`src/core/ldc_pkg.sv`:
```
// Package of constants, tables and types for the LED driver config decoder.
package ldc_pkg;

	// ----------------------------------------------------------------
	// Register map
	// ----------------------------------------------------------------
	localparam logic [7:0] LDC_ADDR_HSF = 8'hae;
	localparam logic [7:0] LDC_ADDR_REV = 8'haf;
	localparam logic [7:0] LDC_HSF_RESET = 8'h00;
	localparam logic [7:0] LDC_REV_RESET = 8'h00;
	localparam int LDC_STEP_UP_LSB = 6;
	localparam int LDC_HEADROOM_LOWER_STEP_LSB = 4;
	localparam int LDC_FAULT_LSB = 2;
	localparam int LDC_HYST_LSB = 0;

	// ----------------------------------------------------------------
	// Decode tables
	// ----------------------------------------------------------------
	localparam logic [12:0] LDC_STEP_MV [4] = '{13'h0069, 13'h00d2,
		13'h01a4, 13'h0348};
	localparam logic [12:0] LDC_FAULT_MV [4] = '{13'h1388, 13'h0fa0,
		13'h0bb8, 13'h07d0};
	localparam logic [12:0] LDC_HYST_MV [4] = '{13'h03e8, 13'h02ee,
		13'h01f4, 13'h00fa};
	localparam logic [10:0] LDC_SW_312 = 11'h138;
	localparam logic [10:0] LDC_SW_625 = 11'h271;
	localparam logic [10:0] LDC_SW_1250 = 11'h4e2;
	// Code 3 is reserved and is served like code 2.
	localparam logic [10:0] LDC_SW_KHZ [4] = '{LDC_SW_312, LDC_SW_625,
		LDC_SW_1250, LDC_SW_1250};
	localparam logic [15:0] LDC_DIM_HZ [16] = '{16'h12c8, 16'h177a,
		16'h1c2c, 16'h20de, 16'h2590, 16'h2ef4, 16'h33a6, 16'h3858,
		16'h3d0a, 16'h41bc, 16'h466e, 16'h4b20, 16'h5de8, 16'h70b0,
		16'h8378, 16'h9640};
	localparam logic [3:0] LDC_DIM_BITS [16] = '{4'hb, 4'ha, 4'ha, 4'ha,
		4'ha, 4'h9, 4'h9, 4'h9, 4'h9, 4'h9, 4'h9, 4'h9, 4'h8, 4'h8,
		4'h8, 4'h8};
	localparam logic [5:0] LDC_IMAX_MA [8] = '{6'h05, 6'h0a, 6'h0f,
		6'h14, 6'h17, 6'h19, 6'h1e, 6'h32};

	// ----------------------------------------------------------------
	// Strap resistor bands
	// ----------------------------------------------------------------
	localparam logic [4:0] LDC_BAND_OPEN = 5'h00;
	localparam logic [4:0] LDC_BAND_FIRST = 5'h01;
	localparam logic [4:0] LDC_BAND_LAST = 5'h18;
	localparam logic [4:0] LDC_BAND_GND = 5'h19;
	localparam logic [4:0] LDC_BAND_SW1 = 5'h09;
	localparam logic [4:0] LDC_BAND_SW2 = 5'h11;
	localparam logic [15:0] LDC_OPEN_HZ = 16'h2590;
	localparam logic [3:0] LDC_OPEN_BITS = 4'ha;
	localparam logic [15:0] LDC_BAND_HZ [8] = '{16'h0962, 16'h12c8,
		16'h177a, 16'h2590, 16'h2ef4, 16'h3858, 16'h41bc, 16'h4b20};
	localparam logic [3:0] LDC_BAND_BITS [8] = '{4'hc, 4'hb, 4'ha, 4'ha,
		4'h9, 4'h9, 4'h9, 4'h9};

	typedef struct packed {
		logic [10:0] sw_khz;
		logic [15:0] pwm_hz;
		logic [3:0]  pwm_bits;
		logic        pwm_follow;
	} ldc_freq_t;

endpackage

```
`src/core/ldc_config_decode.sv`:
```
// Configuration register bank and setting decoder of an LED driver.
`timescale 1ns/1ns
// Overview of operation
// - Two 2-bit step fields map 00..11 to 105, 210, 420, 840 mV.
// - Fault field maps 00..11 to a 5, 4, 3, 2 V high threshold.
// - Hysteresis field adds 1000, 750, 500, 250 mV to driver headroom.
// - Both frequency strap selects low: rates come from stored codes.
// - Stored switch code 00 gives 312 kHz, 01 gives 625 kHz.
// - Stored 4-bit dim code picks one of sixteen PWM rates.
// - Current strap select low: current from stored code and value.
// - Full-scale code maps to 5..50 mA, scaled by value over 4095.
// - Both strap selects high: rates from resistor; open gives 1250/9616.
// - Resistor band picks 312/625/1250 kHz and a 2402..19232 Hz rate.
// - Strap pin grounded: 1250 kHz, dimming follows PWM input.
// - Current strap select high: resistor sets full scale, codes scale.
// - Resistor current is value/4095 times max times 24k over resistor.
module ldc_config_decode #(
	parameter int         BAND_W    = 5,
	parameter logic [7:0] HSF_RESET = ldc_pkg::LDC_HSF_RESET,
	parameter logic [7:0] REV_RESET = ldc_pkg::LDC_REV_RESET
) (
	input  wire logic              clock,                    // Clock.
	input  wire logic              srst,                     // Reset.
	input  wire logic [7:0]        reg_addr,                 // Address.
	input  wire logic              reg_wr,                   // Write strobe.
	input  wire logic [7:0]        reg_wdata,                // Write data.
	input  wire logic              reg_rd,                   // Read strobe.
	output logic [7:0]             reg_rdata,                // Read data.
	input  wire logic              switch_freq_strap_select, // Sw from pin.
	input  wire logic              dim_freq_strap_select,    // Dim from pin.
	input  wire logic              current_strap_select,     // I from pin.
	input  wire logic [1:0]        switch_freq_code,         // Stored code.
	input  wire logic [3:0]        dim_freq_code,            // Stored code.
	input  wire logic [2:0]        full_scale_level,         // Max code.
	input  wire logic [11:0]       current_value,            // Scale value.
	input  wire logic [BAND_W-1:0] frequency_strap_band,     // Strap band.
	output logic [12:0]            step_up_mv,               // Up step.
	output logic [12:0]            headroom_lower_step_mv,   // Down step.
	output logic [12:0]            headroom_fault_level_mv,  // High level.
	output logic [12:0]            mid_comparator_offset_mv, // Mid offset.
	output ldc_pkg::ldc_freq_t     freq_setting,             // Rates.
	output logic [17:0]            led_current_num,          // mA*value.
	output logic                   current_strap_active      // I by pin.
);

	// ----------------------------------------------------------------
	// Parameter check
	// ----------------------------------------------------------------
	generate
		if (BAND_W < 5)
		begin : g_bad_band
			$error("BAND_W must be at least 5");
		end
	endgenerate

	logic [7:0]         hsf_r;
	logic [7:0]         rev_r;
	ldc_pkg::ldc_freq_t strap_freq;
	logic [4:0]         band;

	// Codes beyond the band field read as an open strap.
	assign band = (frequency_strap_band > BAND_W'(ldc_pkg::LDC_BAND_GND))
		? ldc_pkg::LDC_BAND_OPEN : frequency_strap_band[4:0];

	ldc_strap_decode u_strap (
		.band (band),
		.freq (strap_freq)
	);

	// ----------------------------------------------------------------
	// Register bank
	// ----------------------------------------------------------------
	always_ff @(posedge clock)
	begin
		if (srst)
			hsf_r <= HSF_RESET;
		else if (reg_wr && reg_addr == ldc_pkg::LDC_ADDR_HSF)
			hsf_r <= reg_wdata;
	end

	always_ff @(posedge clock)
	begin
		if (srst)
			rev_r <= REV_RESET;
		else if (reg_wr && reg_addr == ldc_pkg::LDC_ADDR_REV)
			rev_r <= reg_wdata;
	end

	// Unmapped addresses read as zero.
	always_ff @(posedge clock)
	begin
		if (srst)
			reg_rdata <= '0;
		else if (reg_rd)
		begin
			if (reg_addr == ldc_pkg::LDC_ADDR_HSF)
				reg_rdata <= hsf_r;
			else if (reg_addr == ldc_pkg::LDC_ADDR_REV)
				reg_rdata <= rev_r;
			else
				reg_rdata <= '0;
		end
	end

	// ----------------------------------------------------------------
	// Headroom decode
	// ----------------------------------------------------------------
	always_ff @(posedge clock)
	begin
		if (srst)
		begin
			step_up_mv <= '0;
			headroom_lower_step_mv <= '0;
			headroom_fault_level_mv <= '0;
			mid_comparator_offset_mv <= '0;
		end
		else
		begin
			step_up_mv <= ldc_pkg::LDC_STEP_MV[
				hsf_r[ldc_pkg::LDC_STEP_UP_LSB +: 2]];
			headroom_lower_step_mv <= ldc_pkg::LDC_STEP_MV[
				hsf_r[ldc_pkg::LDC_HEADROOM_LOWER_STEP_LSB +: 2]];
			headroom_fault_level_mv <= ldc_pkg::LDC_FAULT_MV[
				hsf_r[ldc_pkg::LDC_FAULT_LSB +: 2]];
			mid_comparator_offset_mv <= ldc_pkg::LDC_HYST_MV[
				hsf_r[ldc_pkg::LDC_HYST_LSB +: 2]];
		end
	end

	// ----------------------------------------------------------------
	// Frequency selection
	// ----------------------------------------------------------------
	// Each select steers its own rate; mixed settings are served per rate.
	always_ff @(posedge clock)
	begin
		if (srst)
			freq_setting <= '0;
		else
		begin
			if (switch_freq_strap_select)
				freq_setting.sw_khz <= strap_freq.sw_khz;
			else
				freq_setting.sw_khz <=
					ldc_pkg::LDC_SW_KHZ[switch_freq_code];
			if (dim_freq_strap_select)
			begin
				freq_setting.pwm_hz <= strap_freq.pwm_hz;
				freq_setting.pwm_bits <= strap_freq.pwm_bits;
				freq_setting.pwm_follow <= strap_freq.pwm_follow;
			end
			else
			begin
				freq_setting.pwm_hz <=
					ldc_pkg::LDC_DIM_HZ[dim_freq_code];
				freq_setting.pwm_bits <= ldc_pkg::LDC_DIM_BITS[dim_freq_code];
				freq_setting.pwm_follow <= 1'b0;
			end
		end
	end

	// ----------------------------------------------------------------
	// Current selection
	// ----------------------------------------------------------------
	// The product is full scale times value; the sink divides by 4095 and,
	// in strap mode, applies the resistor ratio in the analog domain.
	always_ff @(posedge clock)
	begin
		if (srst)
		begin
			led_current_num <= '0;
			current_strap_active <= 1'b0;
		end
		else
		begin
			led_current_num <=
				{12'h000, ldc_pkg::LDC_IMAX_MA[full_scale_level]}
				* {6'h00, current_value};
			current_strap_active <= current_strap_select;
		end
	end
endmodule // ldc_config_decode

```
`src/core/ldc_strap_decode.sv`:
```
// Decoder from a measured frequency strap band to boost and dimming rates.
`timescale 1ns/1ns
module ldc_strap_decode (
	input  wire logic [4:0]       band,  // Measured strap resistor band.
	output ldc_pkg::ldc_freq_t    freq   // Rates the band selects.
);

	logic [4:0] idx;
	logic [2:0] sub;

	always_comb
	begin
		idx = band - ldc_pkg::LDC_BAND_FIRST;
		sub = idx[2:0];
		freq.pwm_follow = 1'b0;
		freq.sw_khz = ldc_pkg::LDC_SW_1250;
		freq.pwm_hz = ldc_pkg::LDC_OPEN_HZ;
		freq.pwm_bits = ldc_pkg::LDC_OPEN_BITS;
		if (band == ldc_pkg::LDC_BAND_GND)
		begin
			freq.pwm_follow = 1'b1;
			freq.pwm_hz = '0;
			freq.pwm_bits = '0;
		end
		else if (band >= ldc_pkg::LDC_BAND_FIRST &&
			band <= ldc_pkg::LDC_BAND_LAST)
		begin
			// Eight dimming bands repeat under each switching rate.
			freq.pwm_hz = ldc_pkg::LDC_BAND_HZ[sub];
			freq.pwm_bits = ldc_pkg::LDC_BAND_BITS[sub];
			if (band < ldc_pkg::LDC_BAND_SW1)
				freq.sw_khz = ldc_pkg::LDC_SW_312;
			else if (band < ldc_pkg::LDC_BAND_SW2)
				freq.sw_khz = ldc_pkg::LDC_SW_625;
		end
	end

endmodule // ldc_strap_decode

```
`config.mk`:
```
export PLATFORM = sky130hd
export DESIGN_NAME = ldc_config_decode
export DESIGN_NICKNAME = d
export VERILOG_FILES = /design/src/core/ldc_pkg.sv /design/src/core/ldc_config_decode.sv /design/src/core/ldc_strap_decode.sv
export SDC_FILE = /design/constraint.sdc
export NUM_CORES = 1
export LEC_CHECK = 0
export BUFFER_PORTS_ARGS = -buffer_cell sky130_fd_sc_hd__buf_4
export CAP_MARGIN = 20
export CORE_MARGIN = 8
export CORE_UTILIZATION = 40
export CTS_BUF_LIST = sky130_fd_sc_hd__clkbuf_4
export DETAILED_ROUTE_END_ITERATION = 6
export PLACE_DENSITY = 0.7
export SYNTH_ARGS = -nofsm -noshare
export SYNTH_HDL_FRONTEND = slang
export SYNTH_SLANG_ARGS = --single-unit
```
`constraint.sdc`:
```
create_clock -name clock -period 5 [get_ports clock]
set_clock_uncertainty 0.15 [all_clocks]
set_input_delay 0.25 -clock clock [delete_from_list [all_inputs] [get_ports clock]]
set_output_delay 0.25 -clock clock [all_outputs]
set_load 0.1 [all_outputs]
```
==> summary.md, run 1 <==
| Metric | Value |
|---|---|
| Die H | 144 microns |
| Worst min-delay path category | in2reg |
| HPWL after DPL | 12100 microns |
| Top cell type's share of synthesized area | 0.304 |
| Most Frequent Cell on Critical Path | fa_1 |
| Total number of vias | 5125 |
| Remaining global-route overflow | 0 |
| Most frequent cell after synthesis | dfxtp_1 |
| Post-CTS setup buffers | 0 |
| Dominant cells by area after synthesis | dfxtp_1, fa_1, ha_1 |
| Vias per cell | 4.72 |
| Post-route clock period utilization | 0.899 |
| Post-synth top cells | dfxtp_1, nor2_1, inv_1 |
| Seq cells post-synth | 99 |
| DRT iter0 DRCs | 198 |
| Routed WL | 15200 microns |
| Startpoint Class | input pin |
| Clock Latency Late Sink | 0.45 ns |
| CP max stage cell | mux2i_1 |
| Mapped cell area | 6520 sq um |
| Post-synth EDFFs | 0 |
| Initial antenna violation count | 1 |
| Area Growth Syn to Fin | 22.3% |
| Maximum vdd drop | 0.193 mV |
| Worst path top cell family by delay | adder cells |
| Cell Pwr Density | 378 nW/um^2 |
| Critical path arrival | 4.70 ns |
| Number of fill cells | 1560 |
| Total negative slack | 0 ns |
| Crit path required time | 5.20 ns |
| Top_reg_cell synth | dfxtp_1 |
| Worst-path maximum fanout | 12 |
| Cell Chain, Critical Path | buf_4 > ha_1 > mux2i_1 > and2_1 > fa_1 > fa_1 > inv_1 > fa_1 > inv_1 > ha_1 > nand2_1 > o21ai_1 > a211oi_1 > a21oi_2 > a31oi_1 > mux2_1 |
| # setup viols final | 0 |
| Dominant cell type by area after synthesis | dfxtp_1 |
| Placer Congestion | 0.840 |
| Synth cell types | 63 |
| H-tree Lvls | 3 |
| CTS tree | built |
| Yosys warns | 0 |
| Die footprint | 20600 sq um |
| Worst path bufs/invs | 3 |
| CP peak stage delay | 0.62 ns |
| Initial Util | 0.410 |
| Vias in the first global route | 5092 |
| Ys async rst share | 0 |
| Mapped Avg Cell Area | 8.99 sq um |
| Tmin final | 4.50 ns |
| Cells after Synth | 725 |
| DRC | 0 |
| Pin count of the biggest net entering global routing | 84 |
| Num CTS Buffers | 9 |
| Worst slew pin tran | 0.807 ns |
| PostCTS Resize Cnt | 0 |
| Initial DRT Pass Iterations | 4 |
| Worst-path clk slew | 0.16 ns |
| Number of max-cap violations | 0 |
| Die X | 144 microns |
| Worst setup EP type | flop |
| Status | completed |
| RSZ-0062 raised after global routing | no |
| Core Area | 15900 sq um |
| F_max | 222 MHz |
| Sink Count | 99 |
| Fin cells | 1086 |
| Number of port buffers | 144 |
| Top-Level Pins | 160 |
| Pins Over Slew Limit | 0 |
| Placed cell count | 1050 |
| Slew HR | 0.447 |
| Post-synthesis sequential area ratio | 0.304 |
| Critical path class | in2reg |
| Clock Path Buffers | 2 |
| Root Buffer | clkbuf_4 |
| Final net count | 1010 |
| Mean routed wirelength per cell | 14.0 microns |
| Antenna-violating nets left | 0 |
| First-pass GRT wire length | 24600 microns |
| GRT Total Usage | 0.148 |
| Fin. Hold Viols | 0 |
| Share of layout cells above drive strength 1 | 0.209 |
| R2r setup slk | 3.54 ns |
| Rows | 46 |
| Leakage power total | 3.86 nW |
==> sequential cells by signal, indices dropped and copies added (netlist names) <==
signal and cells:
freq_setting 25, led_current_num 18, headroom_lower_step_mv 9, step_up_mv 9, hsf_r 8, reg_rdata 8, rev_r 8, headroom_fault_level_mv 7
mid_comparator_offset_mv 6, current_strap_active 1
==> final timing paths <==
check / startpoint / endpoint / cells after the start
worst min register to register: rev_r[4] / rev_r[4] / 2
worst max-delay path: full_scale_level[0] / led_current_num[16] / 16
worst min-delay path: dim_freq_code[2] / freq_setting[20] / 3
worst max register to register: hsf_r[6] / step_up_mv[5] / 4
==> layout make-up <==
| class | instances | area [sq um] | area share |
|---|---|---|---|
| Timing Repair Buffer | 168 | 1310 | 0.164 |
| Sequential cell | 99 | 1980 | 0.249 |
| Clock inverter | 7 | 75.1 | 0.00942 |
| Inverter | 76 | 285 | 0.0358 |
| Tap cell | 216 | 270 | 0.0339 |
| Antenna cell | 1 | 2.50 | 0.000314 |
| Clock buffer | 9 | 67.6 | 0.00848 |
| Multi-Input combinational cell | 510 | 3980 | 0.499 |
==> cells by family (layout without fill, tap and decap cells) <==
family | count (synthesis) | in the layout | share of synthesized area
AND/OR/NAND/NOR | 250 | 250 | 0.195
buffers and inverters | 130 | 260 | 0.0931
AO/OA/AOI/OAI | 103 | 103 | 0.103
flip-flops | 99 | 99 | 0.304
adder cells (fa/ha/maj) | 98 | 98 | 0.235
multiplexers | 31 | 31 | 0.0499
XOR/XNOR | 13 | 13 | 0.0186
other | 1 | 16 | 0.000575
==> per-layer routing <==
metal,share of wire,vias to the layer above,track usage
met1,0.44,2385,0.180
met4,0.022,0,0.0592
met3,0.044,20,0.0196
met5,0,-,0
li1,-,2597,-
met2,0.49,123,0.258
==> through the flow <==
| stage | hold WS (ns) | setup slack, ns | utilization | total power, W | area [sq um] |
|---|---|---|---|---|---|
| 4_1_cts | 0.00965 | 0.535 | 0.502 | 0.00305 | 7970 |
| 3_5_place_dp | 0.333 | 0.0227 | 0.481 | 0.00261 | 7640 |
| 6_report | 0.0414 | 0.503 | 0.502 | 0.00302 | 7970 |
| 3_3_place_gp | 0.314 | 0.0937 | 0.481 | 0.00260 | 7640 |
| 2_1_floorplan | 0.228 | 0.429 | - | 0.00226 | 6570 |
| 5_1_grt | 0.0325 | 0.247 | 0.502 | 0.00323 | 7970 |
==> cells in the final DEF, fill, tap and decap left out, types with 3 or more instances in the layout <==
master / netlist / final
a211oi_1: 4 / 4
a21o_1: 8 / 8
a21oi_1: 32 / 32
a31oi_1: 5 / 5
and2_1: 44 / 44
and3_1: 8 / 8
buf_4: 28 / 149
clkbuf_4: 0 / 9
conb_1: 1 / 15
dfxtp_1: 99 / 99
dlygate4sd3_1: 0 / 19
fa_1: 41 / 41
ha_1: 56 / 56
inv_1: 75 / 75
inv_8: 0 / 3
mux2i_1: 28 / 28
nand2_1: 37 / 37
nand2b_1: 5 / 5
nand3_1: 4 / 4
nand4_1: 3 / 3
nor2_1: 94 / 94
nor2b_1: 30 / 30
nor3_1: 5 / 5
nor3b_1: 4 / 4
o21ai_0: 15 / 15
o21ai_1: 4 / 4
o22ai_1: 12 / 12
or2_2: 4 / 4
xnor2_1: 4 / 4
xor2_1: 8 / 8
==> worst reg2reg max path, delay by kind of cell, from the launching register on <==
kind,cells,cell delay [ns]
flops,1,0.47
simple gates,2,0.44
fa+ha+maj,1,0.20
buf+inv,1,0.12
==> repair_timing <==
action / 4_1_cts / 5_1_grt
setup endpoints to repair: 0 / 0
hold endpoints to repair: 26 / 0
hold buffers: 19 / 0
==> report_power, final <==
group	switching, W	internal (W)	leakage (nW)	total [W]
logic	0.00119	0.000525	2.97	0.00172
registers	0.0000191	0.000861	0.813	0.000880
clock network	0.000300	0.000120	0.0753	0.000419
total	0.00151	0.00151	3.86	0.00302
(Power assumes the default switching activity.)
==> run 2, diff against run 1 <==
--- a/config.mk
+++ b/config.mk
@@ -11,7 +11,7 @@
 export CORE_UTILIZATION = 40
 export CTS_BUF_LIST = sky130_fd_sc_hd__clkbuf_4
 export DETAILED_ROUTE_END_ITERATION = 6
-export PLACE_DENSITY = 0.7
+export PLACE_DENSITY = 0.63
 export SYNTH_ARGS = -nofsm -noshare
 export SYNTH_HDL_FRONTEND = slang
 export SYNTH_SLANG_ARGS = --single-unit
==> summary.md, run 2 (synthesis gave the netlist of run 1 again) <==
| Metric | Value |
|---|---|
| Status | completed |
| Placer Congestion | 0.880 |
| Most Frequent Cell on Critical Path | fa_1 |
| Maximum vdd drop | 0.355 mV |
| Fin. Hold Viols | 0 |
| Most common cell after layout, fill and taps aside | buf_4 |
| Antenna-violating nets left | 0 |
| # setup viols final | 0 |
| GRT Total Usage | 0.159 |
| Number of port buffers | 144 |
| Clock Path Buffers | 2 |
| Share of layout cells above drive strength 1 | 0.211 |
| Max FFs per register | 25 |
| F_max | 221 MHz |
| Core Area | 15900 sq um |
| Cell Chain, Critical Path | buf_4 > ha_1 > mux2i_1 > and2_1 > fa_1 > inv_1 > fa_1 > fa_1 > inv_1 > ha_1 > a211oi_1 > nor2_1 > o31ai_1 > a21oi_2 > a31oi_1 > mux2_1 |
| Top Registers | freq_setting x25, led_current_num x18 |
| Area Growth Syn to Fin | 23.7% |
| Clock Latency Late Sink | 0.50 ns |
| Startpoint Class | input pin |
| Cell depth of the worst flop-to-flop path | 4 |
| Vias per cell | 4.78 |
| Worst min-delay path category | in2reg |
| HPWL after DPL | 12400 microns |
| DRT iter0 DRCs | 345 |
| Leakage power total | 3.90 nW |
| Final Cell Area | 8060 sq um |
| Cell Pwr Density | 384 nW/um^2 |
| Die X | 144 microns |
| Mean routed wirelength per cell | 14.7 microns |
| Sink Count | 99 |
| Hold Path Depth | 3 |
| Fin util | 0.507 |
| Initial antenna violation count | 1 |
| PostCTS Resize Cnt | 0 |
| Crit path required time | 5.25 ns |
| Initial Util | 0.410 |
| RSZ-0062 raised after global routing | no |
| H-tree Lvls | 3 |
| Pin count of the biggest net entering global routing | 83 |
| Placed cell area | 7660 sq um |
| Worst-path maximum fanout | 12 |
| Hold EP | freq_setting[6] |
| Most frequent cells in the layout | buf_4, dfxtp_1, nor2_1, inv_1, ha_1 |
| Worst setup EP type | flop |
| Total number of vias | 5231 |
| Num CTS Buffers | 9 |
| Vias in the first global route | 5158 |
| Tmin final | 4.52 ns |
| Top-Level Pins | 160 |
| Slew HR | 0.408 |
| Worst-path clk slew | 0.19 ns |
| Number of max-cap violations | 0 |
| Rows | 46 |
| CP max stage cell | mux2i_1 |
| Critical path class | in2reg |
| Hold Path Origin | frequency_strap_band[2] |
| Critical R2R Capture | step_up_mv[5] |
| Pins Over Slew Limit | 0 |
| Initial DRT Pass Iterations | 4 |
| Routed WL | 16100 microns |
| Total negative slack | 0 ns |
| CP peak stage delay | 0.66 ns |
| DRC | 0 |
| Die footprint | 20600 sq um |
| Post-route clock period utilization | 0.905 |
| Number of fill cells | 1543 |
| Remaining global-route overflow | 0 |
| Final net count | 1018 |
| Worst slew pin tran | 0.863 ns |
| R2r setup slk | 3.49 ns |
| Biggest register | freq_setting |
| First-pass GRT wire length | 26100 microns |
| Root Buffer | clkbuf_4 |
| Reg-to-reg startpoint | hsf_r[6] |
| Die H | 144 microns |
| CTS tree | built |
| Critical path arrival | 4.78 ns |
## run 2: power by group
part	switching, W	internal, W	total, W
registers	0.0000234	0.000862	0.000885
logic	0.00121	0.000539	0.00174
clock network	0.000335	0.000125	0.000460
total	0.00156	0.00153	0.00309
## run 2: metrics by stage
stage | hold WS (ns) | std cells | setup slack, ns | total power [W]
3_3_place_gp | 0.320 | 1053 | 0.0745 | 0.00263
2_1_floorplan | 0.228 | 739 | 0.429 | 0.00226
5_1_grt | 0.0418 | 1094 | 0.127 | 0.00330
6_report | 0.0573 | 1094 | 0.476 | 0.00309
4_1_cts | 0.0171 | 1093 | 0.553 | 0.00311
3_5_place_dp | 0.327 | 1053 | 0.00586 | 0.00262
## run 2: worst max-delay path by stage
stage / startpoint / endpoint / slack (ns) / cells past startpoint
finish: full_scale_level[0] / led_current_num[16] / 0.48 / 16
global route: full_scale_level[0] / led_current_num[16] / 0.13 / 16
CTS: full_scale_level[0] / led_current_num[16] / 0.55 / 16
detailed placement: full_scale_level[0] / led_current_num[16] / 0.006 / 16
global placement: full_scale_level[0] / led_current_num[16] / 0.07 / 16
floorplan: full_scale_level[0] / led_current_num[15] / 0.43 / 16
## run 2: metal layers
layer	up-vias	GRT usage	routed length [microns]
met1	2440	0.210	7540
met5	-	0	0
met3	17	0.0328	1050
li1	2616	-	-
met2	158	0.252	7170
met4	0	0.0564	292
## run 2: cell type report
cell class,instances,area [sq um],area share
clock inverters,7,88.8,0.0110
well taps,216,270,0.0335
flip-flops and latches,99,1980,0.246
multi-input cells,510,3980,0.494
inverters,76,285,0.0354
repair buffers,176,1380,0.171
diodes,1,2.50,0.000311
clock buffers,9,67.6,0.00839
## run 2: critical path, delay by kind of cell
family | cells | cell delay [ns]
AO/OA/AOI/OAI | 4 | 0.98
adder cells (fa/ha/maj) | 5 | 1.91
buffers and inverters | 3 | 0.24
multiplexers | 2 | 1.01
AND/OR/NAND/NOR | 2 | 0.38
## run 2: what timing repair did
item | 4_1_cts | 5_1_grt
endpoints found under the hold margin | 37 | 0
hold buffers | 24 | 0
setup buffers | 0 | 0
==> run 3, diff against run 2 <==
--- a/config.mk
+++ b/config.mk
@@ -9,7 +9,8 @@
 export CAP_MARGIN = 20
 export CORE_MARGIN = 8
 export CORE_UTILIZATION = 40
-export CTS_BUF_LIST = sky130_fd_sc_hd__clkbuf_4
+export CTS_BUF_LIST = sky130_fd_sc_hd__clkbuf_16
+export CTS_CLUSTER_DIAMETER = 80
 export DETAILED_ROUTE_END_ITERATION = 6
 export PLACE_DENSITY = 0.63
 export SYNTH_ARGS = -nofsm -noshare
==> summary.md, run 3 (synthesis gave the netlist of run 1 again) <==
| Metric | Value |
|---|---|
| Status | completed |
| Switching pwr | 0.00159 W |
| Worst setup EP type | flop |
| DRT iter0 DRCs | 339 |
| Remaining global-route overflow | 0 |
| Clock Latency Late Sink | 0.36 ns |
| Placed cell count | 1053 |
| F_max | 221 MHz |
| Hold Path Origin | switch_freq_code[0] |
| Worst slew pin tran | 0.825 ns |
| N_diodes | 0 |
| Most frequent cells in the layout | buf_4, dfxtp_1, nor2_1, inv_1, ha_1 |
| Post-route clock period utilization | 0.904 |
| Number of max-cap violations | 0 |
| Die footprint | 20600 sq um |
| Hold Path Depth | 3 |
| CP peak stage delay | 0.54 ns |
| Final net count | 1003 |
| Area Growth Syn to Fin | 23.8% |
| R2r setup slk | 3.53 ns |
| Power share of the sequential group | 0.265 |
| Slew HR | 0.434 |
| Net Sw Frac | 0.475 |
| Initial Util | 0.410 |
| Worst-path clk slew | 0.08 ns |
| DRC | 0 |
| Die H | 144 microns |
| Share of layout cells above drive strength 1 | 0.216 |
| Worst min-delay path category | in2reg |
| Hold EP | freq_setting[30] |
| CTS tree | built |
| Die X | 144 microns |
| Setup slack after placement | 0.00586 ns |
| CP max stage cell | fa_1 |
| Setup crit start | full_scale_level[0] |
| Fin. Hold Viols | 0 |
| Mean routed wirelength per cell | 14.8 microns |
| Maximum vdd drop | 0.348 mV |
| Critical path class | in2reg |
| Internal Power | 0.00175 W |
| Total negative slack | 0 ns |
| Most common cell after layout, fill and taps aside | buf_4 |
| First-pass GRT wire length | 25800 microns |
| Fin cells | 1078 |
| Total power | 0.00334 W |
| Cell Pwr Density | 414 nW/um^2 |
| Max FFs per register | 25 |
| GRT Total Usage | 0.158 |
| Top Registers | freq_setting x25, led_current_num x18 |
| Biggest register | freq_setting |
| Vias in the first global route | 5106 |
| Sink Count | 99 |
| Vias per cell | 4.81 |
| Initial DRT Pass Iterations | 7 |
| Root Buffer | clkbuf_16 |
| Placer Congestion | 0.880 |
| Antenna-violating nets left | 0 |
| Core Area | 15900 sq um |
| Clock network fraction of design power | 0.216 |
| # setup viols final | 0 |
| Total number of vias | 5183 |
| Cell Chain, Critical Path | buf_4 > ha_1 > mux2i_2 > and2_1 > fa_1 > inv_1 > fa_1 > fa_1 > inv_1 > ha_1 > a211oi_1 > nor2_1 > o31ai_1 > a21oi_2 > a31oi_1 > mux2_1 |
| Critical path arrival | 4.62 ns |
| Critical R2R Capture | step_up_mv[5] |
| Rows | 46 |
| RSZ-0062 raised after global routing | no |
| Leakage power total | 3.91 nW |
| Number of fill cells | 1536 |
| Cell depth of the worst flop-to-flop path | 4 |
| HPWL after DPL | 12400 microns |
| Pins Over Slew Limit | 0 |
| Crit path required time | 5.10 ns |
| Most Frequent Cell on Critical Path | fa_1 |
| Pin count of the biggest net entering global routing | 83 |
| H-tree Lvls | 3 |
| Startpoint Class | input pin |
| Initial antenna violation count | 0 |
| Fin worst setup slack | 0.481 ns |
| Power share of the combinational group | 0.519 |
| Fin util | 0.508 |
| Clock Path Buffers | 2 |
| Routed WL | 15900 microns |
| Top-Level Pins | 160 |
| Num CTS Buffers | 9 |
| Reg-to-reg startpoint | hsf_r[6] |
| Tmin final | 4.52 ns |
| Worst-path maximum fanout | 12 |
| Number of port buffers | 144 |
## run 3: cell count changes in the layout (fill, tap and decap cells not counted), sizes merged
cell,previous run,this run
diode,1,0
dlygate4sd3,24,9
## run 3: per-stage QoR
stage	hold WS (ns)	cell area (sq um)
after floorplan	0.228	6570
after global placement	0.320	7660
after detailed placement	0.327	7660
after CTS	0.0142	8060
after global routing	0.0385	8070
final	0.0253	8070
## run 3: worst max path at each step
stage,to
after global placement,led_current_num[16]
after global routing,led_current_num[16]
final,led_current_num[16]
after CTS,led_current_num[16]
after floorplan,led_current_num[15]
after detailed placement,led_current_num[16]
## run 3: power groups by stage
stage / sequential, W / combinational (W) / clock, W
final: 0.000884 / 0.00173 / 0.000722
after global routing: 0.000890 / 0.00190 / 0.000774
after CTS: 0.000884 / 0.00174 / 0.000738
after detailed placement: 0.000901 / 0.00172 / 0
after global placement: 0.000901 / 0.00173 / 0
after floorplan: 0.00139 / 0.000869 / 0
## run 3: metal layers
| layer | GRT usage | part of all wire | vias up |
|---|---|---|---|
| met4 | 0.0587 | 0.021 | 0 |
| met5 | 0 | 0 | - |
| met1 | 0.207 | 0.46 | 2408 |
| li1 | - | - | 2585 |
| met3 | 0.0382 | 0.076 | 19 |
| met2 | 0.247 | 0.44 | 171 |
## run 3: critical path, delay by kind of cell
| kind | cells | cell delay [ns] |
|---|---|---|
| compound gates | 4 | 0.97 |
| fa+ha+maj | 5 | 1.92 |
| buf+inv | 3 | 0.24 |
| mux | 2 | 0.85 |
| simple gates | 2 | 0.37 |
## run 3: repair_timing
item,in CTS,in global routing
setup endpoints to repair,0,1
hold endpoints to repair,17,0
setup buffers,0,0
resized for setup,0,1
hold buffers,9,0
## run 3: area by class of cell
type                            instances  area [sq um]  share of cell area
Tap cell                              216           270              0.0335
Multi-Input combinational cell        510          3980               0.494
Inverter                               76           285              0.0354
Clock inverter                          7          88.8              0.0110
Timing Repair Buffer                  161          1230               0.153
Clock buffer                            9           225              0.0279
Sequential cell                        99          1980               0.246
